--- src/logic/scp_defines.svh ---
// Register indices, field positions, reset values and widths of the serial clock control block.
// Assumes it is included by bare name from the package and design modules.
`ifndef SCP_DEFINES_SVH
`define SCP_DEFINES_SVH

// Register indices; the AXI byte address is four times the index.
`define SCP_IDX_W 22
`define SCP_IDX_CLOCK_ENABLE 22'h0f00f0
`define SCP_IDX_CHANNEL_CTRL 22'h0f0120
`define SCP_IDX_PRESCALER 22'h0f0126
`define SCP_IDX_NOISE_FILTER 22'h0f0128
`define SCP_ADDR_W 24

// Clock enable bit positions.
`define SCP_BIT_TIMER 0
`define SCP_BIT_SERIAL 2
`define SCP_BIT_CONVERTER 5
`define SCP_BIT_COMPARATOR 6
`define SCP_BIT_INTERVAL 7

// Writable masks of the clock enable register for the two package variants.
`define SCP_MASK_SMALL 8'h25
`define SCP_MASK_LARGE 8'he5

// Prescaler field positions.
`define SCP_UPPER_LSB 4
`define SCP_LOWER_LSB 0
`define SCP_DIV_FIELD_W 4

// Channel control field positions.
`define SCP_CH_START_LSB 0
`define SCP_CH_STOP_LSB 2
`define SCP_CH_CHOICE_LSB 4

// Reset values.
`define SCP_CLOCK_ENABLE_RESET 8'h00
`define SCP_PRESCALER_RESET 8'h00
`define SCP_CHANNEL_RESET 4'h0
`define SCP_NOISE_FILTER_RESET 8'h00

// Prescaler counter width gives dividers up to two to the fifteenth.
`define SCP_COUNT_W 15

// AXI response codes.
`define SCP_RESP_OKAY 2'h0
`define SCP_RESP_SLVERR 2'h2

`endif

--- src/logic/scp_pkg.sv ---
// Types shared by the serial clock control block.
// Assumes the constants header sits in the include path.
`include "scp_defines.svh"

package scp_pkg;

   // Peripheral clock enable register, bit 7 down to bit 0.
   typedef struct packed {
      logic interval_timer_clock_on;
      logic comparator_clock_on;
      logic converter_clock_on;
      logic [1:0] unused_hi;
      logic serial_unit_clock_on;
      logic unused_lo;
      logic timer_unit_clock_on;
   } scp_clock_enable_t;

   // Prescaler select register: upper divider in the high nibble.
   typedef struct packed {
      logic [3:0] upper_divider;
      logic [3:0] lower_divider;
   } scp_prescaler_t;

   // Channel state: clock choice and operation enable status per channel.
   typedef struct packed {
      logic [1:0] channel_clock_choice;
      logic [1:0] channel_enable_status;
   } scp_channel_t;

endpackage : scp_pkg

--- src/logic/scp_prescaler.sv ---
// Shared prescaler producing the two operation clock enables.
// Assumes a single system clock and a synchronous active-high reset.
`timescale 1ns/1ps
`include "scp_defines.svh"

module scp_prescaler #(
   parameter int COUNT_W = `SCP_COUNT_W
) (
   // Clock and reset.
   input wire logic clk_i,
   input wire logic rst_i,
   // Control.
   input wire logic enable_i,
   input wire logic [3:0] lower_div_i,
   input wire logic [3:0] upper_div_i,
   // Prescaled enable pulses.
   output logic lower_tick_o,
   output logic upper_tick_o
);

   logic [COUNT_W-1:0] count;
   logic [COUNT_W-1:0] next_count;
   logic lower_hit;
   logic upper_hit;

   // A divider k fires when the low k counter bits are all ones; k of zero fires every cycle.
   function automatic logic div_hit(input logic [COUNT_W-1:0] cnt, input logic [3:0] k);
      logic [COUNT_W-1:0] mask;
      mask = ~({COUNT_W{1'b1}} << k);
      div_hit = ((cnt & mask) == mask);
   endfunction : div_hit

   // Counter is held clear while the unit clock is off, so dividers restart in phase.
   assign next_count = enable_i ? count + 1'b1 : '0;
   assign lower_hit = enable_i && div_hit(count, lower_div_i);
   assign upper_hit = enable_i && div_hit(count, upper_div_i);

   // One free-running counter serves both dividers.
   always_ff @(posedge clk_i) begin
      if (rst_i) begin
         count <= '0;
         lower_tick_o <= 1'b0;
         upper_tick_o <= 1'b0;
      end else begin
         count <= next_count;
         lower_tick_o <= lower_hit;
         upper_tick_o <= upper_hit;
      end
   end

endmodule : scp_prescaler

--- src/logic/scp_clock_control.sv ---
// Clock gating, reset hold and prescaler registers of a two-channel serial unit.
// Assumes an AXI4-Lite master on SYS_CLK_I and the serial unit on the same clock.
`timescale 1ns/1ps
`include "scp_defines.svh"

module scp_clock_control #(
   parameter bit LARGE_VARIANT = 1'b1,
   parameter int COUNT_W = `SCP_COUNT_W
) (
   // Clock and reset.
   input wire logic SYS_CLK_I,
   input wire logic RST_I,
   // AXI4-Lite write address channel.
   input wire logic [`SCP_ADDR_W-1:0] AWADDR_I,
   input wire logic [2:0] AWPROT_I,
   input wire logic AWVALID_I,
   output logic AWREADY_O,
   // AXI4-Lite write data channel.
   input wire logic [31:0] WDATA_I,
   input wire logic [3:0] WSTRB_I,
   input wire logic WVALID_I,
   output logic WREADY_O,
   // AXI4-Lite write response channel.
   output logic [1:0] BRESP_O,
   output logic BVALID_O,
   input wire logic BREADY_I,
   // AXI4-Lite read address channel.
   input wire logic [`SCP_ADDR_W-1:0] ARADDR_I,
   input wire logic [2:0] ARPROT_I,
   input wire logic ARVALID_I,
   output logic ARREADY_O,
   // AXI4-Lite read data channel.
   output logic [31:0] RDATA_O,
   output logic [1:0] RRESP_O,
   output logic RVALID_O,
   input wire logic RREADY_I,
   // Gated peripheral clock enables.
   output logic TIMER_CLK_ON_O,
   output logic SERIAL_CLK_ON_O,
   output logic CONVERTER_CLK_ON_O,
   output logic COMPARATOR_CLK_ON_O,
   output logic INTERVAL_TIMER_CLK_ON_O,
   // Serial unit reset hold, active high.
   output logic SERIAL_RESET_O,
   // Operation clock enables to the serial channels.
   output logic LOWER_TICK_O,
   output logic UPPER_TICK_O,
   output logic [1:0] CHANNEL_TICK_O,
   output logic [1:0] CHANNEL_ENABLE_O,
   // Noise filter setting, kept while the unit is off.
   output logic [7:0] NOISE_FILTER_O
);

   // Register state.
   scp_pkg::scp_clock_enable_t clock_enable;
   scp_pkg::scp_prescaler_t prescaler;
   scp_pkg::scp_channel_t channel;
   logic [7:0] noise_filter;

   // Write channel holding registers.
   logic aw_held;
   logic [`SCP_ADDR_W-1:0] aw_addr;
   logic w_held;
   logic [31:0] w_data;
   logic [3:0] w_strb;
   logic bvalid;
   logic [1:0] bresp;

   // Read channel registers.
   logic rvalid;
   logic [1:0] rresp;
   logic [31:0] rdata;

   // Decode wires.
   logic do_write;
   logic [`SCP_IDX_W-1:0] wr_idx;
   logic [`SCP_IDX_W-1:0] rd_idx;
   logic wr_enable_hit;
   logic wr_prescaler_hit;
   logic wr_channel_hit;
   logic wr_noise_hit;
   logic wr_mapped;
   logic rd_mapped;
   logic byte_lane;
   logic unit_on;
   logic [7:0] enable_mask;
   logic [7:0] read_word;
   logic lower_tick;
   logic upper_tick;

   // Next values.
   scp_pkg::scp_clock_enable_t next_clock_enable;
   scp_pkg::scp_prescaler_t next_prescaler;
   scp_pkg::scp_channel_t next_channel;
   logic [7:0] next_noise_filter;
   logic [1:0] next_status;
   logic [1:0] start_req;
   logic [1:0] stop_req;

   // A byte address maps to the register index held in its upper bits.
   // Bits 1:0 are dropped, so an unaligned address reaches the word that holds it.
   function automatic logic [`SCP_IDX_W-1:0] index_of(input logic [`SCP_ADDR_W-1:0] addr);
      index_of = addr[`SCP_ADDR_W-1:2];
   endfunction : index_of

   // Index decode used by both the read and the write path.
   // Anything else answers SLVERR on both paths and changes nothing.
   function automatic logic is_mapped(input logic [`SCP_IDX_W-1:0] idx);
      is_mapped = (idx == `SCP_IDX_CLOCK_ENABLE) || (idx == `SCP_IDX_PRESCALER) ||
         (idx == `SCP_IDX_CHANNEL_CTRL) || (idx == `SCP_IDX_NOISE_FILTER);
   endfunction : is_mapped

   // Per-channel operation clock pick; a stopped channel passes no ticks.
   function automatic logic channel_tick(input logic enabled, input logic choice,
         input logic upper, input logic lower);
      channel_tick = enabled && (choice ? upper : lower);
   endfunction : channel_tick

   // The comparator and interval timer bits only exist on the large variant.
   assign enable_mask = LARGE_VARIANT ? `SCP_MASK_LARGE : `SCP_MASK_SMALL;
   // Every unit register and the prescaler key off this single bit.
   assign unit_on = clock_enable.serial_unit_clock_on;

   // Write path: both halves must be held and the previous response taken.
   // Address and data are latched as soon as each is offered, so either may come first.
   // Both readies stay low until the pair has executed; they rise again while the response may still
   // be pending, and the !bvalid term of do_write keeps a second write from overtaking it.
   assign AWREADY_O = !aw_held;
   assign WREADY_O = !w_held;
   assign do_write = aw_held && w_held && !bvalid;
   assign wr_idx = index_of(aw_addr);
   assign wr_mapped = is_mapped(wr_idx);
   assign byte_lane = w_strb[0]; // Registers live in the low byte lane only.
   assign wr_enable_hit = do_write && byte_lane && (wr_idx == `SCP_IDX_CLOCK_ENABLE);
   assign wr_noise_hit = do_write && byte_lane && (wr_idx == `SCP_IDX_NOISE_FILTER);
   // Unit registers accept nothing while the unit clock is stopped.
   assign wr_prescaler_hit = do_write && byte_lane && unit_on &&
      (wr_idx == `SCP_IDX_PRESCALER);
   assign wr_channel_hit = do_write && byte_lane && unit_on &&
      (wr_idx == `SCP_IDX_CHANNEL_CTRL);

   // Bits outside the variant mask are stored as zero, so a stray write cannot switch on
   // a clock that does not exist on the smaller package.
   // Clock enable register takes any byte write; bit writes arrive as read-modify-write.
   assign next_clock_enable = wr_enable_hit ?
      scp_pkg::scp_clock_enable_t'(w_data[7:0] & enable_mask) : clock_enable;

   // Prescaler update, whole byte only; held at reset value while the unit is off.
   // A rewrite while a channel runs is not blocked; keeping the dividers steady then
   // is software's duty, as a change takes effect at the very next counter compare.
   assign next_prescaler = !unit_on ? scp_pkg::scp_prescaler_t'(`SCP_PRESCALER_RESET) :
      wr_prescaler_hit ? scp_pkg::scp_prescaler_t'(w_data[7:0]) : prescaler;

   // Start and stop requests; a stop in the same write wins so both can be stopped at once.
   // Software stops both channels this way before it changes the system clock.
   assign start_req = wr_channel_hit ? w_data[`SCP_CH_START_LSB +: 2] : 2'h0;
   assign stop_req = wr_channel_hit ? w_data[`SCP_CH_STOP_LSB +: 2] : 2'h0;
   assign next_status = (channel.channel_enable_status | start_req) & ~stop_req;

   // Channel state is forced to its reset value while the unit is held in reset.
   // Holding the state at reset while the unit is off means that a later power-up always
   // starts with both channels stopped and both on the lower operation clock.
   always_comb begin
      next_channel = channel;
      if (!unit_on) begin
         next_channel = scp_pkg::scp_channel_t'(`SCP_CHANNEL_RESET);
      end else begin
         next_channel.channel_enable_status = next_status;
         if (wr_channel_hit) begin
            next_channel.channel_clock_choice = w_data[`SCP_CH_CHOICE_LSB +: 2];
         end
      end
   end

   // The noise filter register stays writable whatever the unit clock does.
   // It shapes pin inputs, so it has to keep its setting while the unit sleeps.
   assign next_noise_filter = wr_noise_hit ? w_data[7:0] : noise_filter;

   // Register file; reset clears everything.
   // Only the clock enable and noise filter registers keep their contents while the unit
   // is powered down; the prescaler and channel state fall back to their defaults.
   always_ff @(posedge SYS_CLK_I) begin
      if (RST_I) begin
         clock_enable <= scp_pkg::scp_clock_enable_t'(`SCP_CLOCK_ENABLE_RESET);
         prescaler <= scp_pkg::scp_prescaler_t'(`SCP_PRESCALER_RESET);
         channel <= scp_pkg::scp_channel_t'(`SCP_CHANNEL_RESET);
         noise_filter <= `SCP_NOISE_FILTER_RESET;
      end else begin
         clock_enable <= next_clock_enable;
         prescaler <= next_prescaler;
         channel <= next_channel;
         noise_filter <= next_noise_filter;
      end
   end

   // Write address and data may arrive in either order; each is held until used.
   // The latched address is kept after use; only the held flag is cleared.
   always_ff @(posedge SYS_CLK_I) begin
      if (RST_I) begin
         aw_held <= 1'b0;
         aw_addr <= '0;
      end else if (AWVALID_I && !aw_held) begin
         aw_held <= 1'b1;
         aw_addr <= AWADDR_I;
      end else if (do_write) begin
         aw_held <= 1'b0;
      end
   end

   // Write data holding register.
   // The strobes are latched with the data; only the low lane reaches a register.
   always_ff @(posedge SYS_CLK_I) begin
      if (RST_I) begin
         w_held <= 1'b0;
         w_data <= 32'h0;
         w_strb <= 4'h0;
      end else if (WVALID_I && !w_held) begin
         w_held <= 1'b1;
         w_data <= WDATA_I;
         w_strb <= WSTRB_I;
      end else if (do_write) begin
         w_held <= 1'b0;
      end
   end

   // Write response: refused writes to a stopped unit still answer OKAY, as they are silent.
   // An unmapped index answers SLVERR and leaves every register untouched.
   always_ff @(posedge SYS_CLK_I) begin
      if (RST_I) begin
         bvalid <= 1'b0;
         bresp <= `SCP_RESP_OKAY;
      end else if (do_write) begin
         bvalid <= 1'b1;
         bresp <= wr_mapped ? `SCP_RESP_OKAY : `SCP_RESP_SLVERR;
      end else if (BREADY_I) begin
         bvalid <= 1'b0;
      end
   end

   // Response outputs come straight from their flops.
   assign BVALID_O = bvalid;
   assign BRESP_O = bresp;

   // Read decode; unit registers show their reset value from the second cycle the unit is off.
   assign rd_idx = index_of(ARADDR_I);
   assign rd_mapped = is_mapped(rd_idx);
   always_comb begin
      read_word = 8'h00;
      case (rd_idx)
         `SCP_IDX_CLOCK_ENABLE: begin
            read_word = clock_enable;
         end
         `SCP_IDX_PRESCALER: begin
            read_word = prescaler; // Reset value forced from the cycle after the unit goes off.
         end
         `SCP_IDX_CHANNEL_CTRL: begin
            read_word = {2'h0, channel.channel_clock_choice, 2'h0,
               channel.channel_enable_status};
         end
         `SCP_IDX_NOISE_FILTER: begin
            read_word = noise_filter;
         end
         default: begin
            read_word = 8'h00;
         end
      endcase
   end

   // One read at a time; the address is taken only while no answer is pending.
   // The answer comes one cycle after the address is taken, and the data sits in a flop
   // so that it stays steady however long the master waits to take it.
   assign ARREADY_O = !rvalid;
   always_ff @(posedge SYS_CLK_I) begin
      if (RST_I) begin
         rvalid <= 1'b0;
         rdata <= 32'h0;
         rresp <= `SCP_RESP_OKAY;
      end else if (ARVALID_I && !rvalid) begin
         rvalid <= 1'b1;
         rdata <= {24'h0, read_word};
         rresp <= rd_mapped ? `SCP_RESP_OKAY : `SCP_RESP_SLVERR;
      end else if (RREADY_I) begin
         rvalid <= 1'b0;
      end
   end

   // Read outputs come straight from their flops.
   assign RVALID_O = rvalid;
   assign RDATA_O = rdata;
   assign RRESP_O = rresp;

   // Shared prescaler; it stops and clears with the unit clock.
   // Both ticks lag the counter state that made them by one cycle; the channels only
   // see the spacing of the ticks, so the lag does no harm.
   scp_prescaler #(
      .COUNT_W(COUNT_W)
   ) u_prescaler (
      .clk_i(SYS_CLK_I),
      .rst_i(RST_I),
      .enable_i(unit_on),
      .lower_div_i(prescaler.lower_divider),
      .upper_div_i(prescaler.upper_divider),
      .lower_tick_o(lower_tick),
      .upper_tick_o(upper_tick)
   );

   // Gated clock enables straight from the register bits.
   // These levels tell the gates of the other peripherals when to open; no clock is
   // gated inside this block, which keeps the whole design on one clock.
   assign TIMER_CLK_ON_O = clock_enable.timer_unit_clock_on;
   assign SERIAL_CLK_ON_O = unit_on;
   assign CONVERTER_CLK_ON_O = clock_enable.converter_clock_on;
   assign COMPARATOR_CLK_ON_O = clock_enable.comparator_clock_on;
   assign INTERVAL_TIMER_CLK_ON_O = clock_enable.interval_timer_clock_on;

   // The unit stays in reset for as long as its clock is stopped.
   // The reset is the plain inverse of the enable bit, so the unit leaves reset in the
   // same cycle in which its clock enable rises.
   assign SERIAL_RESET_O = !unit_on;

   // Each channel picks its operation clock; a stopped channel gets no ticks.
   assign LOWER_TICK_O = lower_tick;
   assign UPPER_TICK_O = upper_tick;
   assign CHANNEL_TICK_O[0] = channel_tick(channel.channel_enable_status[0],
      channel.channel_clock_choice[0], upper_tick, lower_tick);
   assign CHANNEL_TICK_O[1] = channel_tick(channel.channel_enable_status[1],
      channel.channel_clock_choice[1], upper_tick, lower_tick);
   assign CHANNEL_ENABLE_O = channel.channel_enable_status;
   assign NOISE_FILTER_O = noise_filter;

endmodule : scp_clock_control

--- config.mk ---
export PLATFORM = sky130hd
export DESIGN_NAME = scp_clock_control
export DESIGN_NICKNAME = d
export VERILOG_FILES = /design/src/logic/scp_pkg.sv /design/src/logic/scp_prescaler.sv /design/src/logic/scp_clock_control.sv
export VERILOG_INCLUDE_DIRS = /design/src /design/src/logic
export SDC_FILE = /design/constraint.sdc
export NUM_CORES = 1
export LEC_CHECK = 0
export ABC_AREA = 1
export BUFFER_PORTS_ARGS = -buffer_cell sky130_fd_sc_hd__clkbuf_2
export CAP_MARGIN = 20
export CORE_MARGIN = 10
export CORE_UTILIZATION = 45
export CTS_BUF_LIST = sky130_fd_sc_hd__clkbuf_8 sky130_fd_sc_hd__clkbuf_16
export CTS_CLUSTER_SIZE = 28
export DETAILED_ROUTE_END_ITERATION = 8
export PLACE_DENSITY = 0.79
export REMOVE_ABC_BUFFERS = 1
export SYNTH_ARGS = -nofsm -noshare
export SYNTH_HDL_FRONTEND = slang
export SYNTH_SLANG_ARGS = --single-unit
--- constraint.sdc ---
create_clock -name SYS_CLK_I -period 1.75 [get_ports SYS_CLK_I]
set_clock_uncertainty 0.2 [all_clocks]
set_input_delay 0.175 -clock SYS_CLK_I [delete_from_list [all_inputs] [get_ports SYS_CLK_I]]
set_output_delay 0.175 -clock SYS_CLK_I [all_outputs]
set_load 0.1 [all_outputs]
==> After elaboration in Yosys (flattened, before gate mapping) <==
Cells that the tools add are included.
{ "word_totals": {"mem_count": 0, "regBits": 91, "latch_bits": 0, "ramBits": 0, "output_inout_bits": 61, "romBits": 0} }
{ "op_classes": {"div": 0, "magnitude_cmp": 0, "multipliers": 0, "n_mux": 14, "shifts": 2, "bitwise_logic": 8, "n_eq_ne": 10, "reduce_logical": 31, "n_addsub": 1} }
{ "op_table": {"columns": ["cell", "count"], "rows": [
  ["22-bit by 20-bit == test with 1-bit output (second input constant)", 8],
  ["8-bit one-hot mux with 4 select lines", 1],
  ["15-bit bitwise AND", 2],
  ["15-bit == test", 2],
  ["15-bit NOT", 2],
  ["15-bit by 4-bit << shifter with 15-bit output (first input constant)", 2],
  ["15-bit by 1-bit adder with 15-bit output (second input constant)", 1],
  ["1-bit logical AND", 15],
  ["1-bit two-way mux", 9],
  ["2-bit two-way mux", 4],
  ["2-bit nonzero test", 4],
  ["1-bit logical OR", 6],
  ["1-bit logical NOT", 5],
  ["2-bit bitwise AND", 1],
  ["2-bit NOT", 1],
  ["2-bit bitwise OR", 1],
  ["2-bit OR reduction", 1],
  ["1-bit NOT", 1]
]} }

==> Logic depth before layout (Yosys ltp) <==
{ "logic_depth": {"ltp_word": 8, "ltp_mapped": 11, "depth_no_buf": 10} }

==> Modules after synthesis <==
From an unflattened synthesis, not the netlist that was laid out.
{ "hier_totals": {"hier_cells": 707, "hier_area_um2": 4599.4} }
{ "modules_own_cells": {"columns": ["mod", "area_per_inst_um2", "cells_per_inst", "instances"], "rows": [
  ["scp_clock_control", 3390.8, 489, 1],
  ["scp_prescaler", 1208.7, 218, 1]
]} }

==> Worst setup path before layout <==
OpenSTA, ideal clock, no wires.
{ "synth_timing": {"path_kind": "register -> output", "start": "reg u_prescaler.lower_tick_o", "end": "out CHANNEL_TICK_O[0]", "path_stages_with_launch": 3, "setup_slack_ns": -1.220, "arrival_ns": 2.595, "n_path_buf": 0, "cell_sequence": "dfxtp_1 -> o21ai_0 -> a21oi_1"} }
{ "synth_via": {"elab_chain_cells": 2} }
{ "synth_lines": {"columns": ["element", "line_no", "rtl"], "rows": [
  ["start, declared", "scp_prescaler.sv:17", "output logic lower_tick_o,"],
  ["start signal, assigned", "scp_prescaler.sv:46", "lower_tick_o <= lower_hit;"],
  ["1-bit two-way mux", "scp_clock_control.sv:116", "channel_tick = enabled && (choice ? upper : lower);"],
  ["1-bit logical AND", "scp_clock_control.sv:116", null],
  ["end, declared", "scp_clock_control.sv:48", "output logic [1:0] CHANNEL_TICK_O,"]
]} }
Every way passes these cells.

==> Worst setup path after layout <==
{ "layout_timing": {"start": "reg u_prescaler.count[1]", "end": "reg u_prescaler.count[13]"} }
{ "layout_via": {"elab_chain_cells": 1} }
{ "layout_lines": {"columns": ["element", "line_no", "rtl"], "rows": [
  ["start, declared", "scp_prescaler.sv:21", "logic [COUNT_W-1:0] count;"],
  ["start signal, assigned", "scp_prescaler.sv:45", "count <= next_count;"],
  ["15-bit by 1-bit adder with 15-bit output", "scp_prescaler.sv:34", "assign next_count = enable_i ? count + 1'b1 : '0;"]
]} }
Every way passes these cells.
A chain may end at the register's enable or synchronous reset.

==> run_results.csv <==
group,metric,value,unit
logic_synthesis,synth_top_area_frac,0.397,
sta,whs,56.4,ps
floorplanning,fp-row-count,35,
critical_path,reg2reg_slack,30,ps
power,switching_share,0.317,
logic_synthesis,synth_seq_cells,87,
outcome,status,"finished, final reports clean",
logic_synthesis,ys.flop_type,"dfxtp_1",
logic_synthesis,synth_edf_count,0,
clocking,cts.clk_slew.worst_paths,90,ps
logic_synthesis,synth_most_common_cell,"nor2_1",
sta,layout_setup_ws,34.3,ps
clocking,clock_path_buffers,2,
detailed_routing,dr.pass1.iters,5,
detailed_routing,avgRoutedWirePerCell,13.7,um
global_route,grt_start_max_net_pins,30,
detailed_routing,vias,4545,
final_layout,nets,868,
final_layout,antenna_cells,0,
power,p_int,2.95,mW
power,combPwrFrac,0.166,
logic_synthesis,synthArstFlopShare,0,
logic_synthesis,synth_cells,621,
critical_path,reg2reg_from,"u_prescaler.count[1]",
clocking,cts_tree,"yes",
critical_path,crit_arrival,1780,ps
sta,slew_violations,0,
power,leakage,2.57,nW
floorplanning,ios,158,
global_route,overflow,0,
final_layout,drive_gt1_frac,0.261,
global_route,grt_use_total,0.171,
logic_synthesis,yosys.area_share.simple,0.320,
logic_synthesis,synthAdderAreaFrac,0.00285,
floorplanning,dieWidth,119,um
global_route,grt_pass1_vias,4401,
power,clockPowerShare,0.348,
clocking,clock_sinks,87,
detailed_routing,wirelength,12400,um
critical_path,critPathRequiredTime,1820,ps
detailed_routing,vias_per_cell,5.03,
detailed_routing,drc,0,
sta,final_period_minus_worst_setup_slack,1720,ps
sta,fmax,583,MHz
logic_synthesis,synth-xor-area-share,0.00400,
critical_path,crit_path_end,"u_prescaler.count[13]",
floorplanning,chipHeight,119,um
critical_path,r2r_cells,10,
critical_path,start_kind,"register",
placed_design,pre_cts_slack,-242,ps
clocking,insertion_delay,360,ps
clocking,cts_buffers,9,
critical_path,r2r-end,"u_prescaler.count[13]",
sta,slew_headroom,0.629,
logic_synthesis,synth.area.top_cells,"dfxtp_1, nor2_1, nand2_1, a21oi_1, o21ai_0",
logic_synthesis,muxShareOfSynthArea,0,
logic_synthesis,yosysSeqAreaShare,0.397,
sta,finalSetupTns,0,ps
placed_design,place.gp.congestion,0.899,
power,p_sw,1.37,mW
placed_design,hpwl,9170,um
logic_synthesis,synth_warnings,0,
sta,tightest_slew,559,ps
job,maxCapViolations,0,
logic_synthesis,yosysTopAreaCell,"dfxtp_1",
detailed_routing,drt_iter0_markers,324,
hold_path,hold_path.class,"in2reg",
power,power_density,754,mW/mm2
sta,setup_viol,0,
final_layout,fin_util,0.611,
logic_synthesis,yosys-top-cells-count,"nor2_1, nand2_1, dfxtp_1",
floorplanning,coreArea,0.00937,mm2
placed_design,numPortBuffers,94,
floorplanning,die-area,0.0141,mm2
clocking,cts_root_buf,"clkbuf_8",
sta,fin_crit_sh,0.980,
floorplanning,initial_core_util,0.468,
logic_synthesis,synth_top_family_by_area,"simple AND/OR/NAND/NOR gates",
logic_synthesis,syn_avg_cell_area,7.06,um2
critical_path,critical_path.endpoint_type,"register",
power,p_seq_frac,0.485,
sta,rsz0062_at_grt,"true",
final_layout,area_growth,30.7,%
power,ir_worst_vdd,0.426,mV
global_route,grt_pass1_wl,20600,um
critical_path,critPathMaxFanout,3,
detailed_routing,antenna_left,0,
logic_synthesis,syn-cell-area,0.00438,mm2
logic_synthesis,synth_compound_area_frac,0.149,
critical_path,startpoint,"u_prescaler.count[1]",
global_route,antenna_found_initial,0,
logic_synthesis,ys_types,42,
power,p_total,4.32,mW
sta,finalHoldViolCount,0,
clocking,htreeDepth,3,
critical_path,path_class,"reg2reg",
==> worst max-delay path, cell delays in order, from the launching register on <==
cell and delay, ps:
dfxtp_4 370, buf_4 120, nand2_4 50, inv_2 50, nand4_1 170, nor2_2 190, nand3_2 130, nor2_4 160
nand3_2 80, nand2_1 60, nor2_1 30
==> power by group through the flow <==
stage                     Clock [mW]  Combinational [mW]  Sequential [mW]
after floorplan                    0               0.452             2.17
after global placement             0               0.627             2.14
after detailed placement           0               0.638             2.14
after CTS                       1.52               0.704             2.10
after global routing            1.62               0.773             2.11
final                           1.50               0.719             2.10
==> routing by layer <==
layer | wire (um) | vias up | track usage
met5 | 0 | - | 0
met4 | 170 | 0 | 0.0557
met3 | 1210 | 15 | 0.0581
met2 | 5940 | 165 | 0.288
met1 | 5070 | 2093 | 0.199
li1 | - | 2272 | -
==> kinds of logic after synthesis <==
group,count (synthesis)
DFF,87
adders and majority gates,1
and+or+nand+nor,293
AOI/OAI and AO/OA,126
buffers and inverters,111
other,1
xor gates and xnor gates,2
==> how the worst min path moves through the flow <==
stage	from	endpoint	slack, ps	cells after the start
3_5_place_dp	AWADDR_I[14]	aw_addr[14]	200	3
6_report	ARVALID_I	RDATA_O[6]	60	5
2_1_floorplan	RST_I	BVALID_O	40	1
3_3_place_gp	AWADDR_I[17]	aw_addr[17]	200	3
5_1_grt	ARVALID_I	RDATA_O[6]	100	5
4_1_cts	ARVALID_I	RDATA_O[0]	50	5
==> cells in the final DEF (no fill, tap or decap), types with 12 or more instances in the layout <==
| cell type | n |
|---|---|
| nand2_1 | 95 |
| inv_1 | 50 |
| nor2_1 | 106 |
| inv_2 | 12 |
| a21oi_1 | 52 |
| nor2_2 | 13 |
| o21ai_0 | 51 |
| o21ai_1 | 12 |
| dlygate4sd3_1 | 36 |
| dfxtp_1 | 84 |
| nand3_1 | 12 |
| buf_4 | 28 |
| conb_1 | 26 |
| nand4_1 | 25 |
| clkbuf_2 | 90 |
==> stage by stage <==
stage,instance area [um2],std cells
final,5730,904
after detailed placement,4950,839
after CTS,5530,891
after global placement,4950,839
after global routing,5730,904
after floorplan,4170,601
==> state kept, by name, indices dropped and copies added (netlist names) <==
register and cells:
aw_addr 22, u_prescaler.count 15, NOISE_FILTER_O 8, RDATA_O 8, prescaler 8, w_data 8
CHANNEL_ENABLE_O 2, channel 2, BRESP_O 1, BVALID_O 1, COMPARATOR_CLK_ON_O 1, CONVERTER_CLK_ON_O 1
INTERVAL_TIMER_CLK_ON_O 1, RRESP_O 1, RVALID_O 1, SERIAL_CLK_ON_O 1, TIMER_CLK_ON_O 1, aw_held 1
u_prescaler.lower_tick_o 1, u_prescaler.upper_tick_o 1, w_held 1, w_strb 1
==> repair_timing <==
item	in CTS	in global routing
hold buffers	36	0
pin swaps	0	8
gates resized for setup	2	27
setup buffers	0	13
setup endpoints to repair	23	46
hold endpoints to repair	36	0
==> area by class of cell <==
class | instances | area, um2
Clock inverter | 6 | 75.1
Clock buffer | 10 | 138
Fill cell | 821 | 3640
Multi-Input combinational cell | 448 | 2280
Timing Repair Buffer | 158 | 1080
Tap cell | 129 | 161
Inverter | 66 | 250
Sequential cell | 87 | 1750
Power figures use the tool's default switching activity.
